File: src/core/bpt_pkg.sv
// constants for the bridge port option and master timeout registers
package bpt_pkg;
   localparam int          ADDR_W           = 8;
   localparam int          DATA_W           = 32;
   localparam int          TMO_W            = 16;
   // register offsets
   localparam logic [7:0]  OFF_COARSE_CTRL  = 8'h3c;
   localparam logic [7:0]  OFF_PORT_OPTION  = 8'h74;
   localparam logic [7:0]  OFF_RETRY_LIMIT  = 8'h78;
   localparam logic [7:0]  OFF_MASTER_TMO   = 8'h80;
   localparam logic [7:0]  OFF_SLOT_IDENT   = 8'hb0;
   localparam logic [7:0]  OFF_IRQ_STATUS   = 8'hc0;
   localparam logic [7:0]  OFF_IRQ_CLEAR    = 8'hc4;
   localparam logic [7:0]  OFF_IRQ_ENABLE   = 8'hc8;
   // port option fields
   localparam int          PO_SEC_WI_ALIAS  = 8;
   localparam int          PO_LONG_REQ      = 9;
   localparam int          PO_SEC_HOLD      = 10;
   localparam int          PO_PRI_HOLD      = 11;
   localparam int          PO_W             = 16;
   localparam logic [3:0]  PO_UPPER_RST     = 4'hc;
   // coarse timeout select bits
   localparam int          CO_PRI_BIT       = 24;
   localparam int          CO_SEC_BIT       = 25;
   localparam logic [15:0] TMO_COARSE_SHORT = 16'h0400;
   localparam logic [15:0] TMO_COARSE_LONG  = 16'h8000;
   localparam logic [15:0] TMO_RST          = 16'h8000;
   localparam int          TMO_SEC_LSB      = 0;
   localparam int          TMO_PRI_LSB      = 16;
   // retry limit
   localparam logic [31:0] RETRY_RST        = 32'h0100_0000;
   // slot identification structure
   localparam logic [7:0]  SLOT_CAP_ID      = 8'h04;
   localparam int          SLOT_NUM_LSB     = 16;
   localparam int          SLOT_FIRST_BIT   = 21;
   localparam int          CHASSIS_LSB      = 24;
   // interrupt status layout
   localparam int          IRQ_W            = 3;
   localparam int          IRQ_SEC_TMO      = 0;
   localparam int          IRQ_PRI_TMO      = 1;
   localparam int          IRQ_RETRY_TMO    = 2;
   // side index
   localparam int          SIDE_SEC         = 0;
   localparam int          SIDE_PRI         = 1;
endpackage

File: src/core/bpt_bridge_option_regs.sv
// port options, retry limit and master timeout control of a bridge
//
// Function
// - wi alias 0 sends a plain write, 1 disconnects at lines, reset 0.
// - long-request bit asks long requests in lock cycles.
// - sec hold 0 drops request at frame, 1 holds it, reset 1.
// - pri hold 0 drops request at frame, 1 holds it, reset 1.
// - port option bits 15:12 read zero.
// - 32-bit retry limit, reset 0100_0000h.
// - sec timeout initial value in bits 15:0, reset 8000h.
// - pri timeout initial value in bits 31:16, reset 8000h.
// - coarse bits give 1024 or 32768 clocks, last write wins.
// - timeout starts after last data or first line.
// - expiry discards the buffered data.
// - slot slot_ident_capability_code reads 04h.
`timescale 1ns/100ps
`default_nettype none
module bpt_bridge_option_regs
   import bpt_pkg::*;
(
   input  wire logic              i_clock,
   input  wire logic              i_arst_n,
   // register port
   input  wire logic [ADDR_W-1:0] i_addr,
   input  wire logic [DATA_W-1:0] i_wdata,
   input  wire logic              i_wr,
   input  wire logic              i_rd,
   output logic      [DATA_W-1:0] o_rdata,
   // secondary write-and-invalidate path
   input  wire logic              i_sec_write_and_invalidate_cmd,
   input  wire logic              i_sec_line_boundary,
   output logic                   o_sec_plain_memory_write_cmd,
   output logic                   o_sec_wi_disconnect,
   // lock
   input  wire logic              i_lock_active,
   output logic                   o_lock_long_req,
   // internal masters, secondary then primary
   input  wire logic              i_sec_queue_pending,
   input  wire logic              i_sec_frame,
   input  wire logic              i_sec_target_term,
   input  wire logic              i_sec_xfer_done,
   output logic                   o_sec_req,
   input  wire logic              i_pri_queue_pending,
   input  wire logic              i_pri_frame,
   input  wire logic              i_pri_target_term,
   input  wire logic              i_pri_xfer_done,
   output logic                   o_pri_req,
   // delayed read completion per side
   input  wire logic              i_sec_rd_short,
   input  wire logic              i_sec_rd_last_data,
   input  wire logic              i_sec_rd_first_line,
   input  wire logic              i_sec_rd_retrieved,
   output logic                   o_sec_discard,
   input  wire logic              i_pri_rd_short,
   input  wire logic              i_pri_rd_last_data,
   input  wire logic              i_pri_rd_first_line,
   input  wire logic              i_pri_rd_retrieved,
   output logic                   o_pri_discard,
   // retry attempts
   input  wire logic              i_retry_attempt,
   input  wire logic              i_retry_success,
   output logic                   o_retry_timeout,
   // interrupt
   output logic                   o_irq
);
   //////////////////////////////////////////////////////////////////////
   // decode helper
   function automatic logic hit(input logic [ADDR_W-1:0] a,
                                input logic [ADDR_W-1:0] off);
      return a == off;
   endfunction

   logic              wr_option;
   logic              wr_retry;
   logic              wr_tmo;
   logic              wr_coarse;
   logic              wr_slot;
   assign wr_option = i_wr & hit(i_addr, OFF_PORT_OPTION);
   assign wr_retry  = i_wr & hit(i_addr, OFF_RETRY_LIMIT);
   assign wr_tmo    = i_wr & hit(i_addr, OFF_MASTER_TMO);
   assign wr_coarse = i_wr & hit(i_addr, OFF_COARSE_CTRL);
   assign wr_slot   = i_wr & hit(i_addr, OFF_SLOT_IDENT);

   //////////////////////////////////////////////////////////////////////
   // option bits 11:8; lower byte lives elsewhere
   logic [3:0]        opt_upper_r;
   always_ff @(posedge i_clock or negedge i_arst_n) begin
      if (!i_arst_n) begin
         opt_upper_r <= PO_UPPER_RST;
      end else if (wr_option) begin
         opt_upper_r <= i_wdata[PO_PRI_HOLD:PO_SEC_WI_ALIAS];
      end
   end

   logic              sec_wi_alias;
   logic              long_req_en;
   logic [1:0]        hold_en;
   assign sec_wi_alias      = opt_upper_r[PO_SEC_WI_ALIAS-PO_SEC_WI_ALIAS];
   assign long_req_en       = opt_upper_r[PO_LONG_REQ-PO_SEC_WI_ALIAS];
   assign hold_en[SIDE_SEC] = opt_upper_r[PO_SEC_HOLD-PO_SEC_WI_ALIAS];
   assign hold_en[SIDE_PRI] = opt_upper_r[PO_PRI_HOLD-PO_SEC_WI_ALIAS];

   //////////////////////////////////////////////////////////////////////
   // write-and-invalidate handling and lock requests
   logic              sec_plain_r;
   logic              sec_disc_r;
   logic              lock_long_r;
   always_ff @(posedge i_clock or negedge i_arst_n) begin
      if (!i_arst_n) begin
         sec_plain_r <= 1'b0;
         sec_disc_r  <= 1'b0;
      end else begin
         sec_plain_r <= i_sec_write_and_invalidate_cmd & ~sec_wi_alias;
         sec_disc_r  <= i_sec_write_and_invalidate_cmd & sec_wi_alias
                        & i_sec_line_boundary;
      end
   end

   always_ff @(posedge i_clock or negedge i_arst_n) begin
      if (!i_arst_n) begin
         lock_long_r <= 1'b0;
      end else begin
         lock_long_r <= i_lock_active & long_req_en;
      end
   end

   //////////////////////////////////////////////////////////////////////
   // bus request of each internal master
   logic [1:0]        want;
   logic [1:0]        frame;
   logic [1:0]        term;
   logic [1:0]        done;
   logic [1:0]        in_xfer_r;
   logic [1:0]        req_r;
   assign want  = {i_pri_queue_pending, i_sec_queue_pending};
   assign frame = {i_pri_frame, i_sec_frame};
   assign term  = {i_pri_target_term, i_sec_target_term};
   assign done  = {i_pri_xfer_done, i_sec_xfer_done};

   generate
      for (genvar s = 0; s < 2; s++) begin : g_req
         logic busy;
         assign busy = in_xfer_r[s] | frame[s];
         always_ff @(posedge i_clock or negedge i_arst_n) begin
            if (!i_arst_n) begin
               in_xfer_r[s] <= 1'b0;
            end else if (done[s] | term[s]) begin
               in_xfer_r[s] <= 1'b0;
            end else if (frame[s]) begin
               in_xfer_r[s] <= 1'b1;
            end
         end
         // once framed, only a holding master keeps asking
         always_ff @(posedge i_clock or negedge i_arst_n) begin
            if (!i_arst_n) begin
               req_r[s] <= 1'b0;
            end else if (!busy) begin
               req_r[s] <= want[s];
            end else begin
               req_r[s] <= hold_en[s] & want[s] & ~term[s];
            end
         end
      end
   endgenerate

   //////////////////////////////////////////////////////////////////////
   // retry limit and attempt counter
   logic [31:0]       retry_limit_r;
   logic [31:0]       retry_cnt_r;
   logic              retry_tmo_r;
   logic              retry_hit;
   always_ff @(posedge i_clock or negedge i_arst_n) begin
      if (!i_arst_n) begin
         retry_limit_r <= RETRY_RST;
      end else if (wr_retry) begin
         retry_limit_r <= i_wdata;
      end
   end

   assign retry_hit = i_retry_attempt & (retry_cnt_r + 32'h0000_0001
                      >= retry_limit_r);

   // restarts on success or timeout
   always_ff @(posedge i_clock or negedge i_arst_n) begin
      if (!i_arst_n) begin
         retry_cnt_r <= '0;
         retry_tmo_r <= 1'b0;
      end else begin
         retry_tmo_r <= retry_hit;
         if (i_retry_success | retry_hit) begin
            retry_cnt_r <= '0;
         end else if (i_retry_attempt) begin
            retry_cnt_r <= retry_cnt_r + 32'h0000_0001;
         end
      end
   end

   //////////////////////////////////////////////////////////////////////
   // timeout initial values, last write wins
   logic [TMO_W-1:0]  fine_r [2];
   logic [1:0]        coarse_r;
   logic [TMO_W-1:0]  init_r [2];
   logic [1:0]        coarse_bit;
   assign coarse_bit = {i_wdata[CO_PRI_BIT], i_wdata[CO_SEC_BIT]};

   always_ff @(posedge i_clock or negedge i_arst_n) begin
      if (!i_arst_n) begin
         fine_r[SIDE_SEC] <= TMO_RST;
         fine_r[SIDE_PRI] <= TMO_RST;
      end else if (wr_tmo) begin
         fine_r[SIDE_SEC] <= i_wdata[TMO_SEC_LSB +: TMO_W];
         fine_r[SIDE_PRI] <= i_wdata[TMO_PRI_LSB +: TMO_W];
      end
   end

   always_ff @(posedge i_clock or negedge i_arst_n) begin
      if (!i_arst_n) begin
         coarse_r <= '0;
      end else if (wr_coarse) begin
         coarse_r <= coarse_bit;
      end
   end

   generate
      for (genvar s = 0; s < 2; s++) begin : g_init
         always_ff @(posedge i_clock or negedge i_arst_n) begin
            if (!i_arst_n) begin
               init_r[s] <= TMO_RST;
            end else if (wr_tmo) begin
               init_r[s] <= i_wdata[s*TMO_W +: TMO_W];
            end else if (wr_coarse) begin
               init_r[s] <= coarse_bit[s] ? TMO_COARSE_LONG
                                          : TMO_COARSE_SHORT;
            end
         end
      end
   endgenerate

   //////////////////////////////////////////////////////////////////////
   // master timeout counters
   logic [1:0]        tmo_start;
   logic [1:0]        tmo_stop;
   logic [1:0]        tmo_expire;
   assign tmo_start[SIDE_SEC] = i_sec_rd_short ? i_sec_rd_last_data
                                               : i_sec_rd_first_line;
   assign tmo_start[SIDE_PRI] = i_pri_rd_short ? i_pri_rd_last_data
                                               : i_pri_rd_first_line;
   assign tmo_stop = {i_pri_rd_retrieved, i_sec_rd_retrieved};

   generate
      for (genvar s = 0; s < 2; s++) begin : g_tmo
         bpt_timeout_counter u_cnt (
            .i_clock   (i_clock),
            .i_arst_n  (i_arst_n),
            .i_init    (init_r[s]),
            .i_start   (tmo_start[s]),
            .i_stop    (tmo_stop[s]),
            .o_running (),
            .o_expire  (tmo_expire[s])
         );
      end
   endgenerate

   //////////////////////////////////////////////////////////////////////
   // slot identification fields
   logic [4:0]        slot_num_r;
   logic              slot_first_r;
   logic [7:0]        chassis_r;
   always_ff @(posedge i_clock or negedge i_arst_n) begin
      if (!i_arst_n) begin
         slot_num_r   <= '0;
         slot_first_r <= 1'b0;
         chassis_r    <= '0;
      end else if (wr_slot) begin
         slot_num_r   <= i_wdata[SLOT_NUM_LSB +: 5];
         slot_first_r <= i_wdata[SLOT_FIRST_BIT];
         chassis_r    <= i_wdata[CHASSIS_LSB +: 8];
      end
   end

   //////////////////////////////////////////////////////////////////////
   // interrupt status, clear and enable
   logic [IRQ_W-1:0]  irq_stat_r;
   logic [IRQ_W-1:0]  irq_en_r;
   logic [IRQ_W-1:0]  irq_evt;
   logic [IRQ_W-1:0]  irq_clr;
   logic              irq_r;
   assign irq_evt = {retry_tmo_r, tmo_expire[SIDE_PRI], tmo_expire[SIDE_SEC]};
   assign irq_clr = (i_wr & hit(i_addr, OFF_IRQ_CLEAR)) ? i_wdata[IRQ_W-1:0]
                                                        : '0;

   // a new event beats a clear in the same cycle
   always_ff @(posedge i_clock or negedge i_arst_n) begin
      if (!i_arst_n) begin
         irq_stat_r <= '0;
      end else begin
         irq_stat_r <= (irq_stat_r & ~irq_clr) | irq_evt;
      end
   end

   always_ff @(posedge i_clock or negedge i_arst_n) begin
      if (!i_arst_n) begin
         irq_en_r <= '0;
      end else if (i_wr & hit(i_addr, OFF_IRQ_ENABLE)) begin
         irq_en_r <= i_wdata[IRQ_W-1:0];
      end
   end

   always_ff @(posedge i_clock or negedge i_arst_n) begin
      if (!i_arst_n) begin
         irq_r <= 1'b0;
      end else begin
         irq_r <= |(((irq_stat_r & ~irq_clr) | irq_evt) & irq_en_r);
      end
   end

   //////////////////////////////////////////////////////////////////////
   // read data one cycle after strobe
   logic [DATA_W-1:0] rd_mux;
   logic [DATA_W-1:0] rdata_r;
   always_comb begin
      rd_mux = '0;
      unique case (i_addr)
         OFF_PORT_OPTION: begin
            rd_mux[PO_PRI_HOLD:PO_SEC_WI_ALIAS] = opt_upper_r;
         end
         OFF_RETRY_LIMIT: begin
            rd_mux = retry_limit_r;
         end
         OFF_MASTER_TMO: begin
            rd_mux = {fine_r[SIDE_PRI], fine_r[SIDE_SEC]};
         end
         OFF_COARSE_CTRL: begin
            rd_mux[CO_SEC_BIT] = coarse_r[SIDE_SEC];
            rd_mux[CO_PRI_BIT] = coarse_r[SIDE_PRI];
         end
         OFF_SLOT_IDENT: begin
            rd_mux[7:0]                   = SLOT_CAP_ID;
            rd_mux[SLOT_NUM_LSB +: 5]     = slot_num_r;
            rd_mux[SLOT_FIRST_BIT]        = slot_first_r;
            rd_mux[CHASSIS_LSB +: 8]      = chassis_r;
         end
         OFF_IRQ_STATUS: begin
            rd_mux[IRQ_W-1:0] = irq_stat_r;
         end
         OFF_IRQ_ENABLE: begin
            rd_mux[IRQ_W-1:0] = irq_en_r;
         end
         default: begin
            rd_mux = '0;
         end
      endcase
   end

   always_ff @(posedge i_clock or negedge i_arst_n) begin
      if (!i_arst_n) begin
         rdata_r <= '0;
      end else if (i_rd) begin
         rdata_r <= rd_mux;
      end else begin
         rdata_r <= '0;
      end
   end

   //////////////////////////////////////////////////////////////////////
   // outputs
   assign o_rdata                      = rdata_r;
   assign o_sec_plain_memory_write_cmd = sec_plain_r;
   assign o_sec_wi_disconnect          = sec_disc_r;
   assign o_lock_long_req              = lock_long_r;
   assign o_sec_req                    = req_r[SIDE_SEC];
   assign o_pri_req                    = req_r[SIDE_PRI];
   assign o_sec_discard                = tmo_expire[SIDE_SEC];
   assign o_pri_discard                = tmo_expire[SIDE_PRI];
   assign o_retry_timeout              = retry_tmo_r;
   assign o_irq                        = irq_r;
endmodule
`default_nettype wire

File: src/core/bpt_timeout_counter.sv
// one master timeout down-counter with discard pulse
`timescale 1ns/100ps
`default_nettype none
module bpt_timeout_counter
   import bpt_pkg::*;
(
   input  wire logic             i_clock,
   input  wire logic             i_arst_n,
   input  wire logic [TMO_W-1:0] i_init,
   input  wire logic             i_start,
   input  wire logic             i_stop,
   output logic                  o_running,
   output logic                  o_expire
);
   logic [TMO_W-1:0] count_r;
   logic             run_r;
   logic             expire_r;

   //////////////////////////////////////////////////////////////////////
   // retrieval wins over a start in the same cycle
   always_ff @(posedge i_clock or negedge i_arst_n) begin
      if (!i_arst_n) begin
         count_r <= '0;
         run_r   <= 1'b0;
      end else if (i_stop) begin
         run_r   <= 1'b0;
      end else if (i_start) begin
         count_r <= i_init;
         run_r   <= 1'b1;
      end else if (run_r) begin
         if (count_r <= 16'h0001) begin
            run_r   <= 1'b0;
         end
         count_r <= (count_r == '0) ? '0 : count_r - 16'h0001;
      end
   end

   always_ff @(posedge i_clock or negedge i_arst_n) begin
      if (!i_arst_n) begin
         expire_r <= 1'b0;
      end else begin
         expire_r <= run_r & ~i_stop & (count_r <= 16'h0001);
      end
   end

   assign o_running = run_r;
   assign o_expire  = expire_r;
endmodule
`default_nettype wire

File: config.mk
export PLATFORM = sky130hd
export DESIGN_NAME = bpt_bridge_option_regs
export DESIGN_NICKNAME = d
export VERILOG_FILES = /design/src/core/bpt_pkg.sv /design/src/core/bpt_bridge_option_regs.sv /design/src/core/bpt_timeout_counter.sv
export SDC_FILE = /design/constraint.sdc
export NUM_CORES = 1
export LEC_CHECK = 0
export BUFFER_PORTS_ARGS = -buffer_cell sky130_fd_sc_hd__buf_4
export CORE_MARGIN = 3
export CORE_UTILIZATION = 45
export DETAILED_ROUTE_END_ITERATION = 8
export PLACE_DENSITY = 0.6
export SYNTH_ARGS = -nofsm -noshare
export SYNTH_HDL_FRONTEND = slang
export SYNTH_SLANG_ARGS = --single-unit
File: constraint.sdc
create_clock -name i_clock -period 4.9 [get_ports i_clock]
set_input_delay 0 -clock i_clock [delete_from_list [all_inputs] [get_ports i_clock]]
set_output_delay 0 -clock i_clock [all_outputs]
set_load 0.02 [all_outputs]
==> results.json, run 1 <==
{
  "status": "completed",
  "antenna_cells": 0,
  "setup_tns_ns": 0,
  "first_pass_iters": 5,
  "synth_edf_count": 0,
  "min_period_ns": 4.39,
  "drt_wl_total_mm": 30.0,
  "grt_pass1_vias": 8819,
  "drive_gt1_frac": 0.187,
  "endpoint_kind": "register",
  "synth.ff_latch_count": 231,
  "timing.critical_path.mode_cell": "nand4_1",
  "cts_tree": "yes",
  "synth.avg_cell_area_um2": 10.1,
  "path_clk_slew_ns": 0.06,
  "ys_seq_area_frac": 0.515,
  "yosysTopAreaCell": "dfrtp_1",
  "synthArstFlopShare": 1.00,
  "synth_ff_type": "dfrtp_1",
  "slew_violations": 0,
  "initial_core_util": 0.461,
  "die_w_um": 164,
  "syn_inst": 1113,
  "crit_chain": "nand4_1, nor4_4, nand4_1, o21a_1, or2_2, ha_1, nand4_1, nor4_2, and3_1, a22oi_1, and3_2, a32o_1",
  "synth_top_area_frac": 0.499,
  "p_comb_frac": 0.203,
  "hpwlAfterDp_mm": 20.2,
  "switching_share": 0.305,
  "maxCapViolCount": 0,
  "port_buffers": 105,
  "htreeDepth": 1,
  "rsz0062_at_grt": "no",
  "cp_slowest_cell": "nor4_2",
  "internal-power_mw": 3.48,
  "critPathArrivalTime_ns": 4.79,
  "cp_slowest_stage_delay_ns": 0.49,
  "fin_crit_sh": 0.895,
  "finalSetupViolations": 0,
  "numCtsBuffers": 26,
  "syn_nets": 1217,
  "critPathMaxFanout": 18,
  "ir_worst_vdd_mv": 0.310,
  "grt_max_degree": 128,
  "synth_warnings": 0,
  "die_y_um": 164,
  "vias": 8981,
  "dp_cells": 1500,
  "clockBufferDepth": 3,
  "grt_pass1_wl_mm": 48.8,
  "p_seq_frac": 0.444,
  "final_common_cell": "dfrtp_1",
  "core-area_mm2": 0.0244,
  "routed_via_density": 5.62,
  "fin_total_pwr_mw": 5.01,
  "relSlewSlack": 0.360,
  "drt_iter0_drc": 680,
  "p_leak_nw": 6.38,
  "io_pins": 106,
  "drcViolationCount": 0,
  "switching_power_mw": 1.53,
  "cts_root_buf": "clkbuf_16",
  "antenna_found_initial": 0,
  "cp_data_required_time_ns": 5.31,
  "nNetsFinal": 1359,
  "grtUsageTotal": 0.227,
  "p_clk_frac": 0.353,
  "skew_ns": 0.0158,
  "critPathLaunchType": "register",
  "final_cell_mix": "dfrtp_1 (224), nand2_1 (191), buf_4 (120)",
  "fin_cells": 1598,
  "yosys-top-cells-area": "dfrtp_1 (50%), nand2_1 (6.4%), mux2_2 (5.8%)",
  "syn2layout_area_growth_pct": 21.3,
  "cts.sinks": 231,
  "insertion_delay_ns": 0.53,
  "p_per_area_mw_per_mm2": 368,
  "postRouteAntennaNets": 0,
  "rows": 57,
  "path_class": "register to register",
  "hold_class": "input pin to register",
  "grt_overflow": 0,
  "wl_per_cell_um": 18.8,
  "cts_setup_buffers": 0,
  "clock.fmax_mhz": 228,
  "finalHoldViolCount": 0,
  "syn-cell-area_mm2": 0.0112,
  "tightest_slew_ns": 0.959,
  "die-area_mm2": 0.0269,
  "synth_cell_types": 63,
  "place_congestion": 0.842
}
-- logic make-up (layout without fill, tap and decap cells) --
| kind of cell | after synthesis | after routing | synth area share |
|---|---|---|---|
| AO/OA/AOI/OAI | 263 | 263 | 0.166 |
| XOR/XNOR | 21 | 21 | 0.0164 |
| adder cells (fa/ha/maj) | 39 | 39 | 0.0434 |
| buffers and inverters | 114 | 275 | 0.0392 |
| flip-flops | 231 | 231 | 0.515 |
| multiplexers | 58 | 58 | 0.0581 |
| AND/OR/NAND/NOR | 387 | 387 | 0.162 |
-- synth_stat cells (3+ instances only) --
library cell and n:
a32oi_1 9, o21ai_0 50, nor4_1 7, nor3b_1 4, clkbuf_1 47, or2_2 4, nor2_1 43, dfstp_2 7
a22oi_1 33, a41o_1 3, buf_2 4, a21oi_1 54, nor3_1 30, and3_1 13, ha_1 39, xor2_1 5
a32o_1 18, and2_1 7, or3_2 3, a222oi_1 6, a21o_1 7, nand2_1 191, buf_1 6, nand4_1 16
nor4bb_1 3, nor2b_1 16, and4_1 5, nand3_1 29, dfrtp_1 224, a22o_1 29, o311ai_0 3, xnor2_1 16
mux2_2 58, inv_1 56, o22ai_1 10, o21a_1 5, nand2b_1 4, or4_1 3, o211ai_1 7, a41oi_1 9
-- worst paths after layout --
path	cells past startpoint	endpoint	slack (ns)	startpoint
max in group asynchronous	3	g_tmo[0].u_cnt.count_r[14]	3.59	i_arst_n
max reg2reg	12	retry_cnt_r[9]	0.51	retry_cnt_r[6]
max	12	retry_cnt_r[9]	0.51	retry_cnt_r[6]
min in group asynchronous	2	g_tmo[0].u_cnt.o_running	0.15	i_arst_n
min reg2reg	2	fine_r[31]	0.46	fine_r[31]
min	3	irq_en_r[0]	0.04	i_addr[3]
-- metal layers --
metal | GRT usage | wire (um)
met1 | 0.321 | 13500
met3 | 0.0275 | 1280
met4 | 0.0607 | 774
met5 | 0 | 0
met2 | 0.372 | 14400
-- through the flow --
stage | setup slack (ns) | cell area, um^2 | utilization | hold slack, ns
after global placement | 0.285 | 12300 | 0.505 | 0.162
after detailed placement | 0.191 | 12300 | 0.505 | 0.163
after floorplan | 0.747 | 11200 | - | -0.296
after CTS | 0.164 | 13600 | 0.558 | 0.0146
after global routing | 0.0373 | 13600 | 0.558 | 0.0490
final | 0.514 | 13600 | 0.558 | 0.0361
-- critical path: cells and delay by family (launching register included) --
kind	cells	cell delay, ns
adders and majority gates	1	0.30
DFF	1	0.45
and+or+nand+nor	8	2.73
AOI/OAI and AO/OA	3	0.78
-- flip-flops by register name, summed over array words and instances, names as in the netlist, 2 cells and up --
| name | cells |
|---|---|
| init_r | 32 |
| o_rdata | 32 |
| coarse_r | 2 |
| irq_stat_r | 3 |
| slot_num_r | 5 |
| in_xfer_r | 2 |
| retry_cnt_r | 32 |
| opt_upper_r | 4 |
| fine_r | 32 |
| retry_limit_r | 32 |
| g_tmo.u_cnt.count_r | 32 |
| chassis_r | 8 |
| irq_en_r | 3 |
| g_tmo.u_cnt.o_expire | 2 |
| g_tmo.u_cnt.o_running | 2 |
-- power groups by stage --
stage / clock network, mW / logic (mW) / registers, mW
final: 1.77 / 1.02 / 2.23
after global routing: 1.90 / 1.16 / 2.25
after CTS: 1.81 / 1.01 / 2.22
after detailed placement: 0 / 0.975 / 2.25
after global placement: 0 / 0.964 / 2.25
after floorplan: 0 / 0.706 / 2.23
-- cell type report --
type | count | area, um^2
inverter | 56 | 210
sequential | 231 | 5790
clock buffer | 39 | 709
tap | 324 | 405
clock inverter | 8 | 53.8
timing repair buffer | 172 | 1430
fill | 2189 | 10800
multi-input combinational | 768 | 5020
-- what timing repair did --
item	CTS	global route
hold buffers	51	0
gates resized for setup	0	3
setup endpoints to repair	0	29
hold endpoints to repair	305	0
(Power assumes the default switching activity.)
==> inputs of run 2 (changes only) <==
- ABC_AREA: unset -> 1
- GPL_ROUTABILITY_DRIVEN: unset -> 0
- SETUP_SLACK_MARGIN: unset -> 0.5
==> run 2 against run 1 <==
Compared with the run above:
- global-route usage rose by 1.2 points
- die area increased by 7.3%
- critical path type unchanged
- clock power grew 11%
- setup slack gained 0.59 ns
- critical endpoint is now retry_cnt_r[10]
- sequential share of layout area down 2.8 points
- highest routed layer unchanged
- combinational power shrank 45%
- largest cell class unchanged
- sequential cell count is the same
==> results.json, run 2 <==
{
  "regArea_mm2": 0.00579,
  "cp_slowest_cell": "nand2_1",
  "syn_nets": 1647,
  "yosys-top-cells-area": "dfrtp_1 (46%), nand2_1 (14%), inv_1 (6.2%)",
  "first_pass_iters": 7,
  "p_per_area_mw_per_mm2": 318,
  "grt_overflow": 0,
  "skew_ns": 0.0107,
  "ir_worst_vdd_mv": 0.261,
  "grt_max_degree": 126,
  "critPathArrivalTime_ns": 4.28,
  "crit_chain": "ha_1, nand2_2, nor2_4, nand2_1, nor2_1, nand3_1, xor2_1, inv_1, ha_1, nand2_1, nand2_1, nand2_1, nand2_1, nand2_1, a21oi_1, nor2_1, nand2_1, nand2_1, nand3_1, nand2_1",
  "fin_crit_sh": 0.775,
  "final_cell_mix": "nand2_1 (444), dfrtp_1 (224), inv_1 (198)",
  "antenna_found_initial": 0,
  "io_pins": 106,
  "synth_ff_type": "dfrtp_1",
  "port_buffers": 105,
  "critPathLaunchType": "register",
  "drt_iter0_drc": 832,
  "final_design_area_no_fill_mm2": 0.0146,
  "synth_most_common_cell": "nand2_1",
  "endpoint_kind": "register",
  "synth.ff_latch_count": 231,
  "status": "completed",
  "cts_tree": "yes",
  "grt_pass1_wl_mm": 55.7,
  "vias": 10662,
  "synth_top_area_frac": 0.464,
  "drive_gt1_frac": 0.114,
  "die_y_um": 170,
  "wl_met3_mm": 1.70,
  "numCtsBuffers": 28,
  "synth_top_cells_by_count": "nand2_1 (444), dfrtp_1 (224), inv_1 (198)",
  "postPlaceCellArea_mm2": 0.0131,
  "rsz0062_at_grt": "no",
  "syn_inst": 1543,
  "path_clk_slew_ns": 0.06,
  "highest-signal-layer": "met4",
  "htreeDepth": 1,
  "cts.sinks": 231,
  "grt_pass1_vias": 10558,
  "cts_setup_buffers": 0,
  "cts_root_buf": "clkbuf_16",
  "clockBufferDepth": 3,
  "timing.critical_path.mode_cell": "nand2_1",
  "final_common_cell": "nand2_1",
  "cp_data_required_time_ns": 5.38,
  "met1Wirelength_mm": 15.2,
  "die_w_um": 170,
  "synth_edf_count": 0,
  "finalSetupViolations": 0,
  "cp_slowest_stage_delay_ns": 0.87,
  "setup_tns_ns": 0,
  "rows": 59,
  "wl_met2_mm": 16.1,
  "ys_seq_area_frac": 0.479,
  "hpwlAfterDp_mm": 23.2,
  "critPathMaxFanout": 33,
  "min_period_ns": 3.80,
  "synth.avg_cell_area_um2": 7.83,
  "synth_warnings": 0,
  "p_leak_nw": 7.29,
  "die-area_mm2": 0.0289,
  "grtUsageTotal": 0.239,
  "routed_via_density": 5.19,
  "wl_per_cell_um": 16.4,
  "insertion_delay_ns": 0.55,
  "postRouteAntennaNets": 0,
  "slew_violations": 0,
  "clock.fmax_mhz": 263,
  "relSlewSlack": 0.196,
  "finalHoldViolCount": 0,
  "maxCapViolCount": 0,
  "core-area_mm2": 0.0262,
  "synth_cell_types": 47,
  "path_class": "register to register",
  "yosysTopAreaCell": "dfrtp_1",
  "syn-cell-area_mm2": 0.0121,
  "drcViolationCount": 0,
  "antenna_cells": 0,
  "drt_wl_total_mm": 33.7,
  "hold_class": "input pin to register",
  "synthArstFlopShare": 1.00,
  "cts-hold-fix-buffers": 65,
  "fill_cells": 2437,
  "multiInputGateArea_mm2": 0.00525,
  "nNetsFinal": 1802,
  "cts_resized": 0,
  "initial_core_util": 0.461,
  "tightest_slew_ns": 1.20,
  "syn2layout_area_growth_pct": 20.8
}
## run 2: cell types whose count changed after synthesis, moves of 29 or more
cell      change
a22o_1       -29
clkbuf_1     -31
inv_1       +142
mux2_2       -58
nand2_1     +253
nand3_1      +46
nor2_1      +100
o21ai_0      +32
o21ai_1      +46
## run 2: through the flow
stage / hold WS [ns] / power, mW / cells / setup slack (ns) / utilization
detailed placement: 0.126 / 2.66 / 1938 / 1.16 / 0.499
floorplan: -0.296 / 2.46 / 1543 / 2.16 / -
global placement: 0.124 / 2.65 / 1938 / 1.27 / 0.499
finish: 0.0340 / 4.64 / 2054 / 1.10 / 0.557
global route: 0.0656 / 4.85 / 2054 / 0.689 / 0.557
CTS: 0.0102 / 4.68 / 2054 / 1.13 / 0.557
## run 2: per-layer routing
metal,GRT usage,vias up
met5,0,-
met4,0.0565,0
met3,0.0304,51
met2,0.407,281
met1,0.327,5070
li1,-,5260
## run 2: path summary, 6_finish.rpt
check	startpoint	end	slack (ns)	cells past startpoint
worst max-delay path	retry_cnt_r[0]	retry_cnt_r[10]	1.10	20
worst min-delay path	i_addr[1]	irq_stat_r[2]	0.03	7
worst max register to register	retry_cnt_r[0]	retry_cnt_r[10]	1.10	20
worst min register to register	fine_r[31]	fine_r[31]	0.47	2
max in group asynchronous	i_arst_n	o_rdata[15]	3.59	3
min in group asynchronous	i_arst_n	g_tmo[1].u_cnt.count_r[5]	0.08	2
## run 2: logic make-up after synthesis
kind of cell	share of synthesized area
AOI/OAI and AO/OA	0.123
DFF	0.479
and+or+nand+nor	0.253
buffers and inverters	0.0868
xor gates and xnor gates	0.0174
adders and majority gates	0.0404
## run 2: report_power, final
part           total [mW]  leakage, nW  internal (mW)  switching (mW)
combinational       0.563         3.81          0.218           0.345
sequential           2.11         3.05           2.03          0.0836
clock                1.97        0.431           1.14           0.830
total                4.64         7.29           3.38            1.26
## run 2: critical path, delay by kind of cell (launching register included)
kind | cells | cell delay [ns]
AND/OR/NAND/NOR | 15 | 2.35
adder cells (fa/ha/maj) | 2 | 0.47
flip-flops | 1 | 0.45
XOR/XNOR | 1 | 0.29
buffers and inverters | 1 | 0.08
AO/OA/AOI/OAI | 1 | 0.06
## run 2: cell type report
type                            count  share of cell area
Sequential cell                   231               0.397
Multi-Input combinational cell   1058               0.360
Inverter                          206              0.0533
Timing Repair Buffer              173               0.101
Clock inverter                      7             0.00454
Tap cell                          335              0.0287
Clock buffer                       44              0.0555
